File: config.mk
export PLATFORM = sky130hd
export DESIGN_NAME = hrs_top
export DESIGN_NICKNAME = d
export VERILOG_FILES = /design/src/pkg/hrs_pkg.sv /design/src/rtl/hrs_top.sv /design/src/rtl/hrs_sync.sv
export SDC_FILE = /design/constraint.sdc
export NUM_CORES = 1
export LEC_CHECK = 0
export BUFFER_PORTS_ARGS = -buffer_cell sky130_fd_sc_hd__buf_2
export CORE_AREA = 3 3 81 99
export CTS_BUF_LIST = sky130_fd_sc_hd__clkbuf_4 sky130_fd_sc_hd__clkbuf_8 sky130_fd_sc_hd__clkbuf_16
export CTS_CLUSTER_DIAMETER = 40
export CTS_CLUSTER_SIZE = 24
export DETAILED_ROUTE_END_ITERATION = 12
export DIE_AREA = 0 0 84 102
export HOLD_SLACK_MARGIN = 0.1
export PLACE_DENSITY = 0.79
export SLEW_MARGIN = 20
export SYNTH_ARGS = -nofsm -noshare
export SYNTH_HDL_FRONTEND = slang
export SYNTH_SLANG_ARGS = --single-unit
File: constraint.sdc
create_clock -name clk -period 3.33 [get_ports clk]
set_input_delay 0.333 -clock clk [delete_from_list [all_inputs] [get_ports clk]]
set_output_delay 0.333 -clock clk [all_outputs]
set_load 0.02 [all_outputs]
File: src/pkg/hrs_pkg.sv
// Constants and types of the host read source multiplexer.
// Contract
// - Host writes read code at address 5; latched at write strobe rising edge.
// - Codes 000/001/010 give I/Q, magnitude/phase, frequency bytes LSB first.
// - Code 100 gives level detector bits 0-7, 8-15, 16-23 at 000-010.
// - Code 101 gain is sampled by a write to location 10, not live.
// - Code 101 address 000 low mantissa, 001 shift bits plus top mantissa.
// - Code 101 addresses 010/011 give timing error bytes, not stabilised.
// - Address 111 returns the 7-bit status byte whatever the read code.
// - Status bits 6 to 4 show FIFO depth in FIFO mode.
// - Status bit 3 high when FIFO is empty.
// - Status bit 2 high when FIFO is full; new samples discarded.
// - Status bit 1 low when threshold reached or snapshot count taken.
// - Status bit 0 high when level integration completed and ready.
// - Read source is the lower three bits of the byte written to address 5.
// - Selected byte driven on data bus from the read strobe falling edge.
package hrs_pkg;
    localparam logic [2:0] HRS_ADDR_SRC_SEL = 3'h5;
    localparam logic [2:0] HRS_ADDR_STATUS = 3'h7;
    localparam logic [2:0] HRS_ADDR_B0 = 3'h0;
    localparam logic [2:0] HRS_ADDR_B1 = 3'h1;
    localparam logic [2:0] HRS_ADDR_B2 = 3'h2;
    localparam logic [2:0] HRS_ADDR_B3 = 3'h3;
    localparam logic [7:0] HRS_GAIN_SAMPLE_DEST = 8'h0a;
    localparam logic [2:0] HRS_CODE_RESET = 3'h0;
    localparam logic [7:0] HRS_BYTE_ZERO = 8'h00;
    localparam int HRS_STATUS_W = 7;
    localparam int HRS_DEPTH_W = 3;
    typedef enum logic [2:0] {
        HRS_SRC_IQ = 3'h0,
        HRS_SRC_MAGPH = 3'h1,
        HRS_SRC_FREQ = 3'h2,
        HRS_SRC_UNUSED3 = 3'h3,
        HRS_SRC_LEVEL = 3'h4,
        HRS_SRC_AGC_TE = 3'h5,
        HRS_SRC_UNUSED6 = 3'h6,
        HRS_SRC_UNUSED7 = 3'h7
    } hrs_src_e;
endpackage : hrs_pkg

File: src/rtl/hrs_top.sv
// Host read source multiplexer of the byte-wide microprocessor port.
`timescale 1ns/1ps
module hrs_top
    import hrs_pkg::*;
(
    input wire logic clk,                  // 50 MHz clock.
    input wire logic arst_n,               // Asynchronous reset, active low.
    input wire logic wr_n,                 // Host write strobe pin, active low.
    input wire logic rd_n,                 // Host read strobe pin, active low.
    input wire logic [2:0] addr,           // Host address pins.
    input wire logic [7:0] data_in,        // Host data bus, input side.
    output logic [7:0] data_out,           // Host data bus, output side.
    output logic data_oe_n,                // Data bus output enable, low while driving.
    input wire logic [7:0] dest_addr,      // Destination address held by the write section.
    input wire logic dest_load,            // One-cycle pulse: destination register loaded.
    input wire logic [15:0] i_sample,      // Buffered I sample.
    input wire logic [15:0] q_sample,      // Buffered Q sample.
    input wire logic [15:0] mag_sample,    // Buffered magnitude.
    input wire logic [15:0] phase_sample,  // Buffered phase.
    input wire logic [15:0] freq_sample,   // Buffered frequency.
    input wire logic [23:0] level_result,  // Input level detector result.
    input wire logic [10:0] gain_mantissa, // Live linear gain mantissa.
    input wire logic [3:0] gain_shift,     // Live gain shift control.
    input wire logic [15:0] timing_error,  // Live timing error.
    input wire logic [2:0] fifo_depth,     // FIFO fill depth.
    input wire logic fifo_mode,            // High while buffer runs as FIFO.
    input wire logic fifo_empty,           // FIFO empty, active high.
    input wire logic fifo_full,            // FIFO full, active high.
    input wire logic buffer_ready_n,       // Buffer threshold or snapshot count reached, active low.
    input wire logic level_done            // Level integration complete, active high.
);
    // ----------------------------------------------------------------
    // Pin synchronisation
    // ----------------------------------------------------------------
    logic [12:0] pins_s;
    // Each strobe phase must last three clocks or more for its edges to be seen.
    hrs_sync #(.WIDTH(13)) u_sync (
        .clk(clk),
        .arst_n(arst_n),
        .d({~wr_n, ~rd_n, addr, data_in}),
        .q(pins_s)
    );
    logic wr_n_s;
    logic rd_n_s;
    logic [2:0] addr_s;
    logic [7:0] data_s;
    // Strobes enter the synchroniser inverted, so its cleared state reads as idle.
    assign wr_n_s = ~pins_s[12];
    assign rd_n_s = ~pins_s[11];
    assign addr_s = pins_s[10:8];
    assign data_s = pins_s[7:0];

    // ----------------------------------------------------------------
    // Strobe edge detection
    // ----------------------------------------------------------------
    logic wr_n_d_ff;
    logic rd_n_d_ff;
    logic [2:0] wr_addr_ff;
    logic [7:0] wr_data_ff;
    always_ff @(posedge clk or negedge arst_n) begin
        if (!arst_n) begin
            wr_n_d_ff <= 1'b1;
            rd_n_d_ff <= 1'b1;
            wr_addr_ff <= 3'h0;
            wr_data_ff <= 8'h00;
        end else begin
            wr_n_d_ff <= wr_n_s;
            rd_n_d_ff <= rd_n_s;
            if (!wr_n_s) begin
                wr_addr_ff <= addr_s;
                wr_data_ff <= data_s;
            end
        end
    end
    logic wr_rise;
    logic rd_fall;
    assign wr_rise = wr_n_s & ~wr_n_d_ff;
    assign rd_fall = ~rd_n_s & rd_n_d_ff;

    // ----------------------------------------------------------------
    // Read source select
    // ----------------------------------------------------------------
    hrs_src_e src_ff;
    always_ff @(posedge clk or negedge arst_n) begin
        if (!arst_n) begin
            src_ff <= hrs_src_e'(HRS_CODE_RESET);
        end else if (wr_rise && wr_addr_ff == HRS_ADDR_SRC_SEL) begin
            src_ff <= hrs_src_e'(wr_data_ff[2:0]);
        end
    end

    // ----------------------------------------------------------------
    // Gain sample
    // ----------------------------------------------------------------
    logic [10:0] gain_man_ff;
    logic [3:0] gain_shift_ff;
    // Readout shows the gain held at the last load of location 10, never the live value.
    always_ff @(posedge clk or negedge arst_n) begin
        if (!arst_n) begin
            gain_man_ff <= 11'h000;
            gain_shift_ff <= 4'h0;
        end else if (dest_load && dest_addr == HRS_GAIN_SAMPLE_DEST) begin
            gain_man_ff <= gain_mantissa;
            gain_shift_ff <= gain_shift;
        end
    end

    // ----------------------------------------------------------------
    // Byte selection
    // ----------------------------------------------------------------
    function automatic logic [7:0] pick16(input logic [15:0] w, input logic hi);
        pick16 = hi ? w[15:8] : w[7:0];
    endfunction : pick16

    logic [HRS_STATUS_W-1:0] status;
    always_comb begin
        status = {(fifo_mode ? fifo_depth : {HRS_DEPTH_W{1'b0}}),
                  fifo_empty,
                  fifo_full,
                  buffer_ready_n,
                  level_done};
    end

    logic [7:0] sel_byte;
    always_comb begin
        sel_byte = HRS_BYTE_ZERO;
        if (addr_s == HRS_ADDR_STATUS) begin
            sel_byte = {1'b0, status};
        end else begin
            case (src_ff)
                HRS_SRC_IQ: begin
                    if (addr_s == HRS_ADDR_B0 || addr_s == HRS_ADDR_B1) begin
                        sel_byte = pick16(i_sample, addr_s[0]);
                    end else if (addr_s == HRS_ADDR_B2 || addr_s == HRS_ADDR_B3) begin
                        sel_byte = pick16(q_sample, addr_s[0]);
                    end
                end
                HRS_SRC_MAGPH: begin
                    if (addr_s == HRS_ADDR_B0 || addr_s == HRS_ADDR_B1) begin
                        sel_byte = pick16(mag_sample, addr_s[0]);
                    end else if (addr_s == HRS_ADDR_B2 || addr_s == HRS_ADDR_B3) begin
                        sel_byte = pick16(phase_sample, addr_s[0]);
                    end
                end
                HRS_SRC_FREQ: begin
                    if (addr_s == HRS_ADDR_B0 || addr_s == HRS_ADDR_B1) begin
                        sel_byte = pick16(freq_sample, addr_s[0]);
                    end
                end
                HRS_SRC_LEVEL: begin
                    if (addr_s == HRS_ADDR_B0) begin
                        sel_byte = level_result[7:0];
                    end else if (addr_s == HRS_ADDR_B1) begin
                        sel_byte = level_result[15:8];
                    end else if (addr_s == HRS_ADDR_B2) begin
                        sel_byte = level_result[23:16];
                    end
                end
                HRS_SRC_AGC_TE: begin
                    if (addr_s == HRS_ADDR_B0) begin
                        sel_byte = gain_man_ff[7:0];
                    end else if (addr_s == HRS_ADDR_B1) begin
                        sel_byte = {1'b0, gain_shift_ff, gain_man_ff[10:8]};
                    end else if (addr_s == HRS_ADDR_B2 || addr_s == HRS_ADDR_B3) begin
                        sel_byte = pick16(timing_error, addr_s[0]);
                    end
                end
                default: begin
                    sel_byte = HRS_BYTE_ZERO;
                end
            endcase
        end
    end

    // ----------------------------------------------------------------
    // Data bus drive
    // ----------------------------------------------------------------
    // The byte follows the address while the strobe stays low, so the host may
    // change address between strobes as well as within one.
    always_ff @(posedge clk or negedge arst_n) begin
        if (!arst_n) begin
            data_out <= 8'h00;
            data_oe_n <= 1'b1;
        end else begin
            data_oe_n <= rd_n_s;
            data_out <= rd_n_s ? HRS_BYTE_ZERO : sel_byte;
        end
    end

    // ----------------------------------------------------------------
    // Checks
    // ----------------------------------------------------------------
    chk_bus_release: assert property (@(posedge clk) disable iff (!arst_n)
        rd_n_s |=> data_oe_n) else $error("bus driven while read strobe high");
    chk_drive_on_fall: assert property (@(posedge clk) disable iff (!arst_n)
        rd_fall |=> !data_oe_n) else $error("bus not driven after read strobe fall");
    chk_status_any_code: assert property (@(posedge clk) disable iff (!arst_n)
        (!rd_n_s && addr_s == HRS_ADDR_STATUS) |=> data_out == {1'b0, $past(status)})
        else $error("status byte wrong");
    chk_code_latch: assert property (@(posedge clk) disable iff (!arst_n)
        (wr_rise && wr_addr_ff == HRS_ADDR_SRC_SEL) |=> src_ff == $past(wr_data_ff[2:0]))
        else $error("read code not latched");
    chk_code_hold: assert property (@(posedge clk) disable iff (!arst_n)
        !(wr_rise && wr_addr_ff == HRS_ADDR_SRC_SEL) |=> $stable(src_ff))
        else $error("read code changed without write");
    chk_gain_hold: assert property (@(posedge clk) disable iff (!arst_n)
        !(dest_load && dest_addr == HRS_GAIN_SAMPLE_DEST) |=> $stable(gain_man_ff))
        else $error("gain sample moved without write");
    chk_level_msb: assert property (@(posedge clk) disable iff (!arst_n)
        (!rd_n_s && src_ff == HRS_SRC_LEVEL && addr_s == HRS_ADDR_B2) |=> data_out == $past(level_result[23:16]))
        else $error("level msb wrong");
    chk_unused_zero: assert property (@(posedge clk) disable iff (!arst_n)
        (!rd_n_s && src_ff == HRS_SRC_UNUSED3 && addr_s != HRS_ADDR_STATUS) |=> data_out == HRS_BYTE_ZERO)
        else $error("unused code not zero");
    chk_depth_gate: assert property (@(posedge clk) disable iff (!arst_n)
        !fifo_mode |-> status[6:4] == 3'h0) else $error("depth shown outside fifo mode");

    // ----------------------------------------------------------------
    // Data path checks
    // ----------------------------------------------------------------
    chk_iq_q_msb: assert property (@(posedge clk) disable iff (!arst_n)
        (!rd_n_s && src_ff == HRS_SRC_IQ && addr_s == HRS_ADDR_B3)
        |=> data_out == $past(q_sample[15:8]))
        else $error("q msb wrong");
    chk_magph_lsb: assert property (@(posedge clk) disable iff (!arst_n)
        (!rd_n_s && src_ff == HRS_SRC_MAGPH && addr_s == HRS_ADDR_B0)
        |=> data_out == $past(mag_sample[7:0]))
        else $error("magnitude lsb wrong");
    chk_phase_msb: assert property (@(posedge clk) disable iff (!arst_n)
        (!rd_n_s && src_ff == HRS_SRC_MAGPH && addr_s == HRS_ADDR_B3)
        |=> data_out == $past(phase_sample[15:8]))
        else $error("phase msb wrong");
    chk_freq_msb: assert property (@(posedge clk) disable iff (!arst_n)
        (!rd_n_s && src_ff == HRS_SRC_FREQ && addr_s == HRS_ADDR_B1)
        |=> data_out == $past(freq_sample[15:8]))
        else $error("frequency msb wrong");
    chk_freq_gap_zero: assert property (@(posedge clk) disable iff (!arst_n)
        (!rd_n_s && src_ff == HRS_SRC_FREQ && addr_s == HRS_ADDR_B2)
        |=> data_out == HRS_BYTE_ZERO)
        else $error("unmapped frequency byte not zero");
    chk_level_lsb: assert property (@(posedge clk) disable iff (!arst_n)
        (!rd_n_s && src_ff == HRS_SRC_LEVEL && addr_s == HRS_ADDR_B0)
        |=> data_out == $past(level_result[7:0]))
        else $error("level lsb wrong");
    chk_level_mid: assert property (@(posedge clk) disable iff (!arst_n)
        (!rd_n_s && src_ff == HRS_SRC_LEVEL && addr_s == HRS_ADDR_B1)
        |=> data_out == $past(level_result[15:8]))
        else $error("level middle byte wrong");
    chk_gain_capture: assert property (@(posedge clk) disable iff (!arst_n)
        (dest_load && dest_addr == HRS_GAIN_SAMPLE_DEST)
        |=> gain_man_ff == $past(gain_mantissa) && gain_shift_ff == $past(gain_shift))
        else $error("gain not captured");
    chk_gain_low: assert property (@(posedge clk) disable iff (!arst_n)
        (!rd_n_s && src_ff == HRS_SRC_AGC_TE && addr_s == HRS_ADDR_B0)
        |=> data_out == $past(gain_man_ff[7:0]))
        else $error("gain low byte wrong");
    chk_gain_high: assert property (@(posedge clk) disable iff (!arst_n)
        (!rd_n_s && src_ff == HRS_SRC_AGC_TE && addr_s == HRS_ADDR_B1)
        |=> data_out == {1'b0, $past(gain_shift_ff), $past(gain_man_ff[10:8])})
        else $error("gain high byte wrong");
    chk_te_lsb: assert property (@(posedge clk) disable iff (!arst_n)
        (!rd_n_s && src_ff == HRS_SRC_AGC_TE && addr_s == HRS_ADDR_B2)
        |=> data_out == $past(timing_error[7:0]))
        else $error("timing error lsb wrong");
    chk_te_msb: assert property (@(posedge clk) disable iff (!arst_n)
        (!rd_n_s && src_ff == HRS_SRC_AGC_TE && addr_s == HRS_ADDR_B3)
        |=> data_out == $past(timing_error[15:8]))
        else $error("timing error msb wrong");
    chk_depth_shown: assert property (@(posedge clk) disable iff (!arst_n)
        (!rd_n_s && addr_s == HRS_ADDR_STATUS && fifo_mode)
        |=> data_out[6:4] == $past(fifo_depth))
        else $error("fifo depth not shown");
    chk_empty_flag: assert property (@(posedge clk) disable iff (!arst_n)
        (!rd_n_s && addr_s == HRS_ADDR_STATUS)
        |=> data_out[3] == $past(fifo_empty))
        else $error("empty flag wrong");
    chk_full_flag: assert property (@(posedge clk) disable iff (!arst_n)
        (!rd_n_s && addr_s == HRS_ADDR_STATUS)
        |=> data_out[2] == $past(fifo_full))
        else $error("full flag wrong");
    chk_ready_flag: assert property (@(posedge clk) disable iff (!arst_n)
        (!rd_n_s && addr_s == HRS_ADDR_STATUS)
        |=> data_out[1] == $past(buffer_ready_n))
        else $error("ready flag wrong");
    chk_done_flag: assert property (@(posedge clk) disable iff (!arst_n)
        (!rd_n_s && addr_s == HRS_ADDR_STATUS)
        |=> data_out[0] == $past(level_done))
        else $error("integration flag wrong");
    chk_bus_zero_idle: assert property (@(posedge clk) disable iff (!arst_n)
        rd_n_s
        |=> data_out == HRS_BYTE_ZERO)
        else $error("data not zero while bus released");
    chk_unused_six: assert property (@(posedge clk) disable iff (!arst_n)
        (!rd_n_s && src_ff == HRS_SRC_UNUSED6 && addr_s != HRS_ADDR_STATUS)
        |=> data_out == HRS_BYTE_ZERO)
        else $error("unused code six not zero");
    cov_status_read: cover property (@(posedge clk) disable iff (!arst_n)
        rd_fall && addr_s == HRS_ADDR_STATUS);
    cov_level_read: cover property (@(posedge clk) disable iff (!arst_n)
        rd_fall && src_ff == HRS_SRC_LEVEL);
    cov_gain_sample: cover property (@(posedge clk) disable iff (!arst_n)
        dest_load && dest_addr == HRS_GAIN_SAMPLE_DEST);
    cov_agc_read: cover property (@(posedge clk) disable iff (!arst_n)
        rd_fall && src_ff == HRS_SRC_AGC_TE);
    cov_code_write: cover property (@(posedge clk) disable iff (!arst_n)
        wr_rise && wr_addr_ff == HRS_ADDR_SRC_SEL);
endmodule : hrs_top

File: src/rtl/hrs_sync.sv
// Two flip-flop synchroniser for asynchronous input bits.
`timescale 1ns/1ps
module hrs_sync #(
    parameter int WIDTH = 1
) (
    input wire logic clk,               // System clock.
    input wire logic arst_n,            // Asynchronous reset, active low.
    input wire logic [WIDTH-1:0] d,     // Asynchronous input.
    output logic [WIDTH-1:0] q          // Synchronised output.
);
    logic [WIDTH-1:0] meta_ff;
    always_ff @(posedge clk or negedge arst_n) begin
        if (!arst_n) begin
            meta_ff <= '0;
            q <= '0;
        end else begin
            meta_ff <= d;
            q <= meta_ff;
        end
    end
endmodule : hrs_sync

After elaboration in Yosys (flattened, before gate mapping)

Cells that the tools add are included.

Register bits after elaboration: 60

Reductions and logical operators: 6
Eq/ne operators: 10
Bitwise logic cells: 6
Muxes and demuxes: 21

Operators by type and width:

| cell               | count |
|---|---|
| $mux 8             | 19 |
| $pmux 8 s5         | 1 |
| $eq 3x3->1 const B | 4 |
| $eq 3x2->1 const B | 3 |
| $eq 8x4->1 const B | 1 |
| $eq 3x1->1 const B | 2 |
| $logic_not 3->1    | 2 |
| $not 1->1          | 5 |
| $mux 3             | 1 |
| $logic_and 1x1->1  | 2 |
| $logic_or 1x1->1   | 2 |
| $and 1x1->1        | 1 |

Depth between registers and ports, before layout

Gate-level depths: netlist (run 1).

Word-level depth: 8
Gate-level depth with buffers: 8

By module

A second synthesis (run 1) with hierarchy kept.

Cell total of the unflattened synthesis: 237
Area, all modules: 3190.6 µm²

Modules (own cells, without submodules):

| module   | area each (µm²) | cells each | times used |
|---|---|---|---|
| hrs_top  | 2539.9          | 211        | 1 |
| hrs_sync | 650.6           | 26         | 1 |

Least setup slack after synthesis (run 1)

OpenSTA, ideal clock, no wires.

Path type: register -> register
Start: register u_sync.q[8]
End: register data_out[0]
Clock period less this slack: 1.587 ns
Arrival time: 1.446 ns
Cell stages (with the launch flop): 8
Setup time: 0.140 ns
Path slack: 1.743 ns
Path buffers: 2
Cells stage by stage: dfrtp_1 -> buf_6 -> buf_6 -> mux2_4 -> a22oi_1 -> nor3_1 -> a221oi_1 -> o211ai_1

Cells in the longest elaborated chain, start to end: 8
Elaborated cells on any way between the ends: 27
Classes of those cells: eq/ne: 4; mux: 20; reduce/logical: 3

RTL lines:

| what                                 | RTL line                                       | source |
|---|---|---|
| start: declaration                   | hrs_sync.sv:9                                  | `output logic [WIDTH-1:0] q` |
| start signal: assignment             | hrs_sync.sv:18                                 | `q <= meta_ff;` |
| $eq 3x2->1, on equally long branches | n/a                                            |  |
| $logic_or 1x1->1                     | hrs_top.sv:134, hrs_top.sv:141, hrs_top.sv:164 |  |
| $mux 8                               | hrs_top.sv:164                                 | `end else if (addr_s == HRS_ADDR_B2 \|\| addr_s == HRS_ADDR_B3) begin` |
| $mux 8                               | hrs_top.sv:162                                 | `end else if (addr_s == HRS_ADDR_B1) begin` |
| $mux 8                               | hrs_top.sv:160                                 | `if (addr_s == HRS_ADDR_B0) begin` |
| $pmux 8 s5                           | hrs_top.sv:130                                 | `case (src_ff)` |
| $mux 8 (*)                           | hrs_top.sv:127                                 | `if (addr_s == HRS_ADDR_STATUS) begin` |
| $mux 8 (*)                           | hrs_top.sv:186                                 | `data_out <= rd_n_s ? HRS_BYTE_ZERO : sel_byte;` |
| end signal: assignment               | hrs_top.sv:186                                 |  |
| end: declaration                     | hrs_top.sv:12                                  | `output logic [7:0] data_out,` |

Every way passes the cells marked *; elsewhere a longest branch is shown, timed or not.
A chain may end at the register's enable or synchronous reset.

Worst setup path after layout (run 1)

Start: register u_sync.q[8]
End: register data_out[6]

The elaborated chain is that of the path after synthesis.

==> run summary, run 1 <==
The flow ran to the end, and the final reports show no timing, DRC or antenna violations. By area the synthesized netlist is led by sky130_fd_sc_hd__dfrtp_1 (40%), sky130_fd_sc_hd__mux2_2 (12%), sky130_fd_sc_hd__mux4_2 (6.1%). The synthesized design contains 0 enable-type register cells.

Across every metal layer, demand over resource in global routing totals 20.78%. TritonCTS built the clock tree. Tracing the worst setup path back leads to its startpoint at u_sync.q[8]$_DFF_PN0_. Dividing the final minimum period by the clock period gives 69.37%.

The initial antenna violation count is 0, and the average wire per cell in the routed design is 17.21 um. The die covers 0.008568 mm2. Most common flop cell mapped by yosys: sky130_fd_sc_hd__dfrtp_1.

The count of maximum capacitance violations was 0. For this run the aggregate overflow at the end of global routing stands at 0. In this run the number of H-tree levels came out at 2.

The height of the chip works out to 102 um. The number of setup buffers added after CTS is 0. For this run, design rule violations remaining after detail routing come to 0. The cell count after synthesis came out at 272. The tools report the number of max-slew violations in the final report as 0. Clock-pin slew was measured on the worst setup and hold paths at 100 ps. Half-perimeter wire length after placement: 7268 um.

Nature of the critical path startpoint: a flip-flop. The kind of critical path is flip-flop to flip-flop. The share of synthesized flip-flops with an asynchronous set or reset was 100.0%. By instance count, the leading cell after synthesis is sky130_fd_sc_hd__dfrtp_1. Synthesis instantiated 45 different standard cells from the library. Among the stages of the critical path, the cell type that occurs most often is sky130_fd_sc_hd__o21ai_0.

The ratio of cells with drive above 1 in the final layout came out at 53.67%. The setup TNS was 0 ps. The first detailed-routing pass took 4 iterations. Counting cells, the worst reg-to-reg path comes to 5. The final wirelength was 9055 um; the ratio of routed vias to standard cells was 5.371. The worst setup path is captured at a flip-flop. Pin placement for this block handled 176 I/O pins. For this run, the slowest stage of the critical path takes 930 ps.

For this run, the number of Yosys warnings is 0. In this run, the number of DRC markers left after iteration 0 of detailed routing was 116. 0 antenna diodes ended up in the layout. The worst path meets setup with 1020 ps of slack. Timing would allow up to 0.4329 GHz.

The worst register-to-register path ends at data_out[6]$_DFF_PN0_. At the pin with the least slew margin, the transition time is 834.1 ps. Walking the worst path, the cells encountered are inv_1, o22ai_1, o21ai_0, a211oi_1, o21ai_0. The peak fanout along the critical path was 32. The logs give 3510 ps for the data required time at the worst endpoint and 0.2873 mV for the worst ir drop on vdd. The logs give 300 ps for the clock latency of the later-clocked register in the worst-skew pair and 34 for the cell row count. Across all layers, the routed design uses 2825 vias. Data arrives at the worst endpoint at 2490 ps. Ranked by instance count, the synthesized netlist is headed by sky130_fd_sc_hd__dfrtp_1 (48), sky130_fd_sc_hd__mux2_2 (32), sky130_fd_sc_hd__nor2_1 (18). The first global-routing pass estimated 13930 um of wire. The synthesis-stage register bit count was 50. The die is 84 um wide. From synthesis to final layout, the design area changed by 33.22%.

Power spread over the standard cell area amounts to 378.7 mW/mm2. For flop-to-flop paths, the worst setup slack is 1020 ps. The final hold violation count is 0.

The detail route stage leaves a number of antenna-violating nets equal to 0. Setup violations remaining at the end of the flow were counted as 0. For this configuration, the core starts out at a cell density of 41.33%. The via count of the first global-routing pass is 2886. The tools report the largest net degree at the start of global routing as 33. The clock passes through at most 2 buffers. The number of input and output port buffers inserted works out to 170.

The cell at the slowest stage of the critical path was sky130_fd_sc_hd__dfrtp_2. Clock skew after layout: 5.056 ps. The clock period could shrink to 2310 ps.

Summed over all cells, the static leakage comes to 1.966 nW. Of all cell types, the one taking the most synthesized area is sky130_fd_sc_hd__dfrtp_1. A synthesized cell averages 10.92 um2. For the total of cells resized after clock tree synthesis, the log shows 0. Following the worst setup path forward leads to its endpoint at data_out[6]$_DFF_PN0_. Setup repair after global routing left no endpoint under its margin.

In this run the worst hold path is classified as primary input to flip-flop. The routability congestion estimate is 0.9822, and the post-synthesis net count is 439. The startpoint identified for the worst register-to-register timing path is u_sync.q[8]$_DFF_PN0_. The number of hold buffers added after cts came out at 1. The tree built by TritonCTS fans out to 50 sinks.

The worst slew margin relative to its limit came out at 44.39%. The core region is 0.007189 mm2. Summed over its instances, the top area cell type makes up 40.42% of the synthesized netlist area. The logs give 602 for the post-layout net count and 0.002972 mm2 for the summed instance area of the synthesized netlist. At the placement stage, the worst setup path has a slack of 998.0 ps. In this run the clock root is driven by a sky130_fd_sc_hd__clkbuf_8.

In this run, CTS created clock tree buffers numbering 5. For this run, the register share of the synthesized area comes to 42.19%.
worst max-delay path, delay by kind of cell, from the launching register on:
kind	cells	cell delay, ps
AOI/OAI and AO/OA	4	800
buffers and inverters	1	450
DFF	1	930
placed cells by master (no fill, tap or decap), types with 8 or more instances in the layout:
cell type / Yosys / routed
sky130_fd_sc_hd__buf_2: 8 / 170
sky130_fd_sc_hd__dfrtp_1: 48 / 47
sky130_fd_sc_hd__mux2_2: 32 / 32
sky130_fd_sc_hd__nor2_1: 18 / 18
sky130_fd_sc_hd__o21ai_0: 15 / 15
sky130_fd_sc_hd__nand2_1: 14 / 14
sky130_fd_sc_hd__o22ai_1: 12 / 12
sky130_fd_sc_hd__a22oi_1: 12 / 12
sky130_fd_sc_hd__nor3_1: 9 / 9
sky130_fd_sc_hd__inv_1: 8 / 8
sky130_fd_sc_hd__mux2i_1: 8 / 8
sky130_fd_sc_hd__mux4_2: 8 / 8
worst min-delay path by stage:
stage	from	to	slack [ps]	cells after the start
final	data_in[1]	u_sync.meta_ff[1]$_DFF_PN0_	120	1
after global routing	addr[0]	u_sync.meta_ff[8]$_DFF_PN0_	100	1
after detailed placement	u_sync.meta_ff[12]$_DFF_PN0_	u_sync.q[12]$_DFF_PN0_	340	0
after CTS	data_in[1]	u_sync.meta_ff[1]$_DFF_PN0_	110	1
after global placement	u_sync.meta_ff[12]$_DFF_PN0_	u_sync.q[12]$_DFF_PN0_	330	0
after floorplan	arst_n	data_out[0]$_DFF_PN0_	40	0
layer usage:
metal / global-route usage [%] / wire length [um] / part of all wire [%] / vias to the layer above
li1: - / - / - / 1357
met2: 39.07 / 4795 / 53 / 127
met4: 5.941 / 165 / 1.8 / 0
met1: 24.44 / 3440 / 38 / 1331
met3: 3.548 / 654 / 7.2 / 10
met5: 0 / 0 / 0 / -
registers in the layout, indices dropped and copies added, names as in the netlist:
signal	cells
gain_man_ff	11
wr_addr_ff	3
u_sync.q	8
wr_data_ff	3
src_ff	3
wr_n_d_ff	1
data_oe_n	1
data_out	8
u_sync.meta_ff	8
gain_shift_ff	4
layout make-up:
cell class	instances	area, um2
Clock inverter	3	25.02
Timing Repair Buffer	176	898.4
Fill cell	645	3231
Clock buffer	5	68.82
Sequential cell	50	1255
Tap cell	90	112.6
Multi-Input combinational cell	194	1569
Inverter	8	30.03
metrics by stage:
step                cells  area, um2  util (%)  hold slack (ps)  power [mW]
detailed placement    517       3855     53.62            336.2       1.148
floorplan             272       2972         -            37.41      0.9715
finish                526       3959     55.06            124.8       1.499
global placement      517       3855     53.62            332.5       1.135
CTS                   526       3959     55.06            112.3       1.511
global route          526       3959     55.06            102.0       1.592
cells by family (layout without fill, tap and decap cells):
logic type,after synthesis,count (layout),synth area share (%)
and+or+nand+nor,67,67,12.25
AOI/OAI and AO/OA,71,71,16.25
muxes,56,56,24.29
buffers and inverters,28,192,5.010
DFF,50,50,42.19
report_power, final:
group	internal (mW)	switching, mW
Sequential	0.662	0.0756
Clock	0.152	0.212
Combinational	0.211	0.187
Power figures use the tool's default switching activity.
==> run 2: changes to the inputs <==
--- a/config.mk
+++ b/config.mk
@@ -6,12 +6,12 @@
 export NUM_CORES = 1
 export LEC_CHECK = 0
 export BUFFER_PORTS_ARGS = -buffer_cell sky130_fd_sc_hd__buf_2
-export CORE_AREA = 3 3 81 99
+export CORE_AREA = 3 3 83 101
 export CTS_BUF_LIST = sky130_fd_sc_hd__clkbuf_4 sky130_fd_sc_hd__clkbuf_8 sky130_fd_sc_hd__clkbuf_16
 export CTS_CLUSTER_DIAMETER = 40
 export CTS_CLUSTER_SIZE = 24
 export DETAILED_ROUTE_END_ITERATION = 12
-export DIE_AREA = 0 0 84 102
+export DIE_AREA = 0 0 86 104
 export HOLD_SLACK_MARGIN = 0.1
 export PLACE_DENSITY = 0.79
 export SLEW_MARGIN = 20
==> constraint.sdc (replaced) <==
create_clock -name clk -period 1.87 [get_ports clk]
set_input_delay 0.187 -clock clk [delete_from_list [all_inputs] [get_ports clk]]
set_output_delay 0.187 -clock clk [all_outputs]
set_load 0.02 [all_outputs]
==> run summary, run 2 (same netlist as run 1, synthesis figures left out) <==
The run gives 300 ps as the clock latency of the later-clocked register in the worst-skew pair. After clock tree synthesis, the clock-pin slew on the worst setup and hold paths is 90 ps. The final period demand of the worst path works out to 1800 ps. The first global-routing pass estimated 14600 um of wire. In the global route stage, met1 resource usage came out at 23.93%. Data arrives at the worst endpoint at 1980 ps. The initial antenna violation count was 2. The final hold violation count came out at 0. After detailed routing, the number of remaining DRC violations is 0. The number of clock buffers added by TritonCTS is 5. In this run the vertical extent of the chip is 104 um. In this run the critical register-to-register path is launched from u_sync.q[8]$_DFF_PN0_. During I/O placement, the number of pins put on the boundary was 176.

The number of flip-flops in the largest register was 11; the total power divided by cell area was 678.3 mW/mm2. Setup violations remaining at the end of the flow were counted as 0. TritonCTS built the clock tree. The die covers 0.008944 mm2. In this run the core area contains 35 standard-cell rows. The net count of the finished layout is 630. Global routing finished with a remaining overflow of 0. The die span in x was 86 um; the count of maximum capacitance violations was 0. The overall global routing resource usage was 20.68%.

The register ranked first by flip-flop count was gain_man_ff. The slew at the pin with the worst max-slew slack is 529.5 ps, and the ratio of cells with drive above 1 in the final layout is 54.96%. Counting every sink on the clock net gives 50.

For the worst setup path, the data required time is 2050 ps. After the first detailed-routing iteration, the DRC count stood at 121. The signal on the critical path passes through buf_12, mux4_2, a22o_1, a211oi_1, o21ai_0. The flow ran to the end, and the final reports show no timing, DRC or antenna violations.

The kind of critical path is flip-flop to flip-flop. In this run the number of H-tree levels came out at 2. Setup repair after global routing could not meet its margin everywhere. Root cell of the clock tree: sky130_fd_sc_hd__clkbuf_8. Dividing the detail-routed wire length by the instance count gives 16.81 um. The finished layout holds 556 standard cells, fillers aside. The congestion estimate from routability-driven global placement came to 0.8283. The category of the worst setup path capture point is a flip-flop. The peak fanout along the critical path came out at 8. From synthesis to final layout, the design area changed by 42.61%. Counting tap cells, the placed design contains a total of 536 instances. In this run the deepest clock path goes through 2 buffers.

In this run the standard cell core region covers 0.007576 mm2. The global routing stage identified its most utilized layer as met2. Clock skew on the completed layout was measured at 4.951 ps. The analysis attributes to cell leakage a power of 2.113 nW. The nature of the critical path startpoint was a flip-flop. Starting density of the core: 39.22%. Dividing the detail-routed via count by the number of cells gives 5.218. The tools report the half-perimeter wire length after placement as 7704 um. Number of max-slew violations in the final report: 0.

Global routing consumed, on the met3 layer, 6.022% of the routing resources. Among cell families on the critical path, the largest total delay comes from compound AO/OA/AOI/OAI gates. The delay contributed by the slowest stage of the critical path came out at 510 ps. The final layout contains routed wiring with a total length of 9346 um.

Leaving out fill and tap cells, the most frequent cells in the layout are sky130_fd_sc_hd__buf_2 (170), sky130_fd_sc_hd__dfrtp_1 (47), sky130_fd_sc_hd__mux2_2 (32). The run gives 2901 as the via count. The tools report the via count of the first global-routing pass as 3118.

The path class of the tightest hold or removal check is primary input to flip-flop. Most common cell after layout, fill and taps aside: sky130_fd_sc_hd__buf_2. The run gives 37.10% as the met2 global-route usage. The worst pin sits at a relative slew slack of 64.20%. For the utilization of the core after routing, the log shows 55.94%. Entering global routing, the biggest net connects 26 pins. The first detailed-routing pass took 4 iterations.

The number of diodes is 0, and the number of input and output port buffers inserted is 170. The final critical path takes up 96.27% of the cycle. In this run the remaining antenna-violating nets after routing total 0.

In this run the most critical hold path is launched from gain_mantissa[1]. For this run, the top clock speed supported by timing is 0.5555 GHz. Tracing the worst setup path back leads to its startpoint at u_sync.q[8]$_DFF_PN0_. Across the VDD grid, the largest voltage drop is 0.4216 mV. The number of buffers and inverters on the critical path came out at 1.

The slowest stage of the critical path belongs to the cell sky130_fd_sc_hd__dfrtp_2.
[run 2: changes by cell type in the layout (fill, tap and decap cells not counted)]
cell / before / now
sky130_fd_sc_hd__buf_6: 0 / 2
sky130_fd_sc_hd__bufinv_16: 0 / 1
sky130_fd_sc_hd__clkinv_4: 1 / 0
sky130_fd_sc_hd__clkbuf_4: 0 / 1
sky130_fd_sc_hd__buf_12: 0 / 1
sky130_fd_sc_hd__nor4_1: 1 / 0
sky130_fd_sc_hd__nor4_2: 0 / 1
sky130_fd_sc_hd__dlygate4sd3_1: 1 / 9
sky130_fd_sc_hd__inv_6: 1 / 0
sky130_fd_sc_hd__buf_4: 5 / 22
[run 2: power breakdown]
group | switching, mW | leakage [nW] | internal, mW
Combinational | 0.430 | 1.43 | 0.448
Clock | 0.348 | 0.0548 | 0.414
Sequential | 0.0543 | 0.628 | 1.18
[run 2: area by class of cell]
class                      count  area [um2]
fill                         672        3338
multi-input combinational    194        1575
sequential                    50        1255
timing repair buffer         204        1149
tap                           92       115.1
clock buffer                   6       76.32
clock inverter                 2       37.54
inverter                       8       30.03
[run 2: routing by layer]
| layer | vias to the layer above | share of wire (%) |
|---|---|---|
| met4 | 4 | 1.4 |
| met3 | 15 | 8.1 |
| li1 | 1415 | - |
| met1 | 1359 | 37 |
| met5 | - | 0.22 |
| met2 | 108 | 54 |
[run 2: through the flow]
stage                     instance area [um2]  hold slack [ps]  power (mW)  worst slack, ps  setup TNS, ps
after floorplan                          2972           -108.6       1.730            283.2              0
after global placement                   3985            195.7       2.085            64.47              0
after detailed placement                 3985            201.5       2.106           -69.59         -242.2
after CTS                                4203            100.5       2.894            20.20              0
after global routing                     4238            104.6       3.042           -33.99         -65.65
final                                    4238            111.8       2.875            69.83              0
[run 2: path summary, 6_finish.rpt]
path	to	slack (ps)	cells after the start
worst max register to register	data_out[1]$_DFF_PN0_	70	5
worst min register to register	u_sync.q[9]$_DFF_PN0_	350	0
worst max-delay path	data_out[1]$_DFF_PN0_	70	5
worst min-delay path	gain_man_ff[1]$_DFFE_PN0P_	110	2
max in group asynchronous	data_oe_n$_DFF_PN1_	760	3
min in group asynchronous	gain_man_ff[2]$_DFFE_PN0P_	400	2
[run 2: timing repair]
action	4_1_cts	5_1_grt
buffers inserted	0	3
resized for setup	3	0
hold endpoints to repair	31	0
hold buffers	9	0
setup endpoints to repair	4	7
cloned	0	0
==> run 3: changes to the inputs <==
--- a/config.mk
+++ b/config.mk
@@ -6,14 +6,16 @@
 export NUM_CORES = 1
 export LEC_CHECK = 0
 export BUFFER_PORTS_ARGS = -buffer_cell sky130_fd_sc_hd__buf_2
-export CORE_AREA = 3 3 83 101
+export CELL_PAD_IN_SITES_DETAIL_PLACEMENT = 1
+export CELL_PAD_IN_SITES_GLOBAL_PLACEMENT = 1
+export CORE_AREA = 3 3 90 109
 export CTS_BUF_LIST = sky130_fd_sc_hd__clkbuf_4 sky130_fd_sc_hd__clkbuf_8 sky130_fd_sc_hd__clkbuf_16
 export CTS_CLUSTER_DIAMETER = 40
 export CTS_CLUSTER_SIZE = 24
 export DETAILED_ROUTE_END_ITERATION = 12
-export DIE_AREA = 0 0 86 104
+export DIE_AREA = 0 0 93 112
 export HOLD_SLACK_MARGIN = 0.1
-export PLACE_DENSITY = 0.79
+export PLACE_DENSITY = 0.87
 export SLEW_MARGIN = 20
 export SYNTH_ARGS = -nofsm -noshare
 export SYNTH_HDL_FRONTEND = slang
==> constraint.sdc (replaced) <==
create_clock -name clk -period 2.2 [get_ports clk]
set_input_delay 0.22 -clock clk [delete_from_list [all_inputs] [get_ports clk]]
set_output_delay 0.22 -clock clk [all_outputs]
set_load 0.02 [all_outputs]
==> run summary, run 3 (same netlist as run 1, synthesis figures left out) <==
Timing would allow up to 0.5074 GHz. The via count was 2951; the total power divided by cell area was 604.8 mW/mm2. The top cell types in the final layout, fill and taps aside, are sky130_fd_sc_hd__buf_2 (170), sky130_fd_sc_hd__dfrtp_1 (46), sky130_fd_sc_hd__mux2_2 (32). The height of the chip was 112 um.

TritonCTS built the clock tree. The count of non-filler cells in the finished layout was 574; the number of DRC markers after the initial detailed-route iteration was 81. The TritonCTS buffer count came out at 5. Counting along the longest clock path gives a buffer depth of 2. The average wire per cell in the routed design came out at 18.12 um. The final hold violation count is 0. The critical path goes through inv_1, o22ai_1, o211ai_1, or3b_1, o211ai_1. After clock tree synthesis, the setup repair step added 0 buffers. The floorplan has 38 rows. The peak fanout along the critical path is 16. Kind of critical path: flip-flop to flip-flop. Across the run, the number of max-cap violations was 0.

For the number of max-slew violations in the final report, the log shows 0. The flow ran to the end, and the final reports show no timing, DRC or antenna violations. Of the cells placed in the final design, the portion with a size suffix greater than 1 is 53.86%. The worst ir drop on vdd was 0.3212 mV. The first detailed-routing pass took 4 iterations. The initial antenna violation count is 0.

The half-perimeter wire length after placement was 8629 um. Final period demand of the worst path: 1971 ps. The worst setup path is captured at a flip-flop.

The slowest stage of the critical path belongs to the cell sky130_fd_sc_hd__dfrtp_2. The register with the most flip-flops in the layout has 11 of them. The logs give 16050 um for the first-pass GRT wire length and 33.24% for the starting density of the core. Root cell of the clock tree: sky130_fd_sc_hd__clkbuf_8. Clock-pin slew was measured on the worst setup and hold paths at 90 ps. The register ranked first by flip-flop count was gain_man_ff.

For the worst setup path, the data required time is 2410 ps. The setup TNS was 0 ps; the clock skew after layout was 6.521 ps. Using the TritonRoute via totals, the vias-per-cell ratio works out to 5.141. The filler cells instantiated in the layout total 1065.

The total area inside the core boundary comes to 0.008939 mm2. Most prevalent standard cell on the critical path: sky130_fd_sc_hd__o211ai_1. Setup repair after global routing left no endpoint under its margin. The path class of the tightest hold or removal check is primary input to flip-flop. The final antenna-violating net count came out at 0. During placement, the flow inserted port buffers numbering 170. Pin placement for this block handled 176 I/O pins. Relative to the synthesized area, the layout overhead comes to 41.47%.

The worst slew margin relative to its limit was 45.39%. Setup violations remaining at the end of the flow were counted as 0. Entering global routing, the biggest net connects 37 pins. After global routing the overflow that remains totals 0. For the overall global routing resource usage, the log shows 19.78%. Once placement completed, the tool counted placed cells totaling 556. In the routed design, unresolved DRC markers number 0. For the worst-skew pair, the clock arrives at the later sink with an insertion delay of 300 ps. Most common cell after layout, fill and taps aside: sky130_fd_sc_hd__buf_2.

Counting every sink on the clock net gives 50. In the final design database the tool counted 619 nets. Final wirelength: 10400 um. The final cycle utilization of the critical path was 89.58%; the total of cells resized after clock tree synthesis was 0. From left edge to right edge, the die measures 93 um. The logs give 3173 for the via count of the first global-routing pass and 0.01042 mm2 for the area enclosed by the die boundary.

Data on the critical path arrives at its endpoint at 2180 ps. The H-tree was split into 2 levels. In this run the static leakage power is 2.070 nW.

The nature of the critical path startpoint was a flip-flop. For the pin with the worst max-slew slack, the measured transition is 819.1 ps. The delay contributed by the slowest stage of the critical path was 590 ps; the routability congestion estimate was 0.8720.
## run 3: cell types whose count changed in the layout (fill, tap and decap cells not counted), sizes merged
cell      before  now
clkbuf         6    5
clkinvlp       1    0
buf          195  184
diode          0    1
clkinv         0    1
bufinv         1    2
## run 3: cell type report
type / instances / area [um2] / share of cell area [%]
flip-flops and latches: 50 / 1256 / 29.88
clock inverters: 3 / 68.82 / 1.637
well taps: 120 / 150.1 / 3.571
multi-input cells: 194 / 1569 / 37.32
clock buffers: 5 / 68.82 / 1.637
inverters: 8 / 30.03 / 0.7143
repair buffers: 193 / 1059 / 25.18
diodes: 1 / 2.502 / 0.05952
## run 3: path summary, 6_finish.rpt
kind,startpoint,slack (ps),cells after the start,to
setup / recovery,u_sync.q[8]$_DFF_PN0_,230,5,data_out[4]$_DFF_PN0_
hold / removal,gain_mantissa[4],150,2,gain_man_ff[4]$_DFFE_PN0P_
setup reg to reg,u_sync.q[8]$_DFF_PN0_,230,5,data_out[4]$_DFF_PN0_
hold reg to reg,u_sync.meta_ff[0]$_DFF_PN0_,360,0,u_sync.q[0]$_DFF_PN0_
max in group asynchronous,arst_n,930,3,gain_man_ff[3]$_DFFE_PN0P_
min in group asynchronous,arst_n,540,2,gain_shift_ff[3]$_DFFE_PN0P_
## run 3: power breakdown
group | switching [mW] | internal (mW)
Sequential | 0.0830 | 1.00
Clock | 0.313 | 0.456
Combinational | 0.338 | 0.349
Total | 0.735 | 1.81
## run 3: worst max-delay path, delay by kind of cell (launching register included)
kind	cells	cell delay, ps
flops	1	590
compound gates	3	460
buf+inv	1	430
simple gates	1	400
## run 3: layer usage
layer / GRT usage [%] / share of wire, % / wire length, um / vias to the layer above
li1: - / - / - / 1392
met1: 23.21 / 38 / 3930 / 1425
met2: 35.66 / 53 / 5489 / 108
met3: 3.311 / 5.7 / 597 / 26
met4: 7.429 / 3.7 / 382 / 0
met5: 0 / 0 / 0 / -
## run 3: stage by stage
step                power [mW]  cell area (um2)  setup WS (ps)  util, %  hold WS (ps)
CTS                      2.572             4202          166.5    47.00         136.2
global placement         1.754             3974          225.7    44.46         329.1
floorplan                1.470             2972          613.2        -        -75.59
detailed placement       1.782             3974          191.9    44.46         330.1
finish                   2.543             4204          229.2    47.03         148.0
global route             2.690             4202          28.99    47.00         141.7
## run 3: repair_timing
item / in CTS / in global routing
hold buffers: 9 / 0
setup endpoints to repair: 0 / 0
hold endpoints to repair: 41 / 0
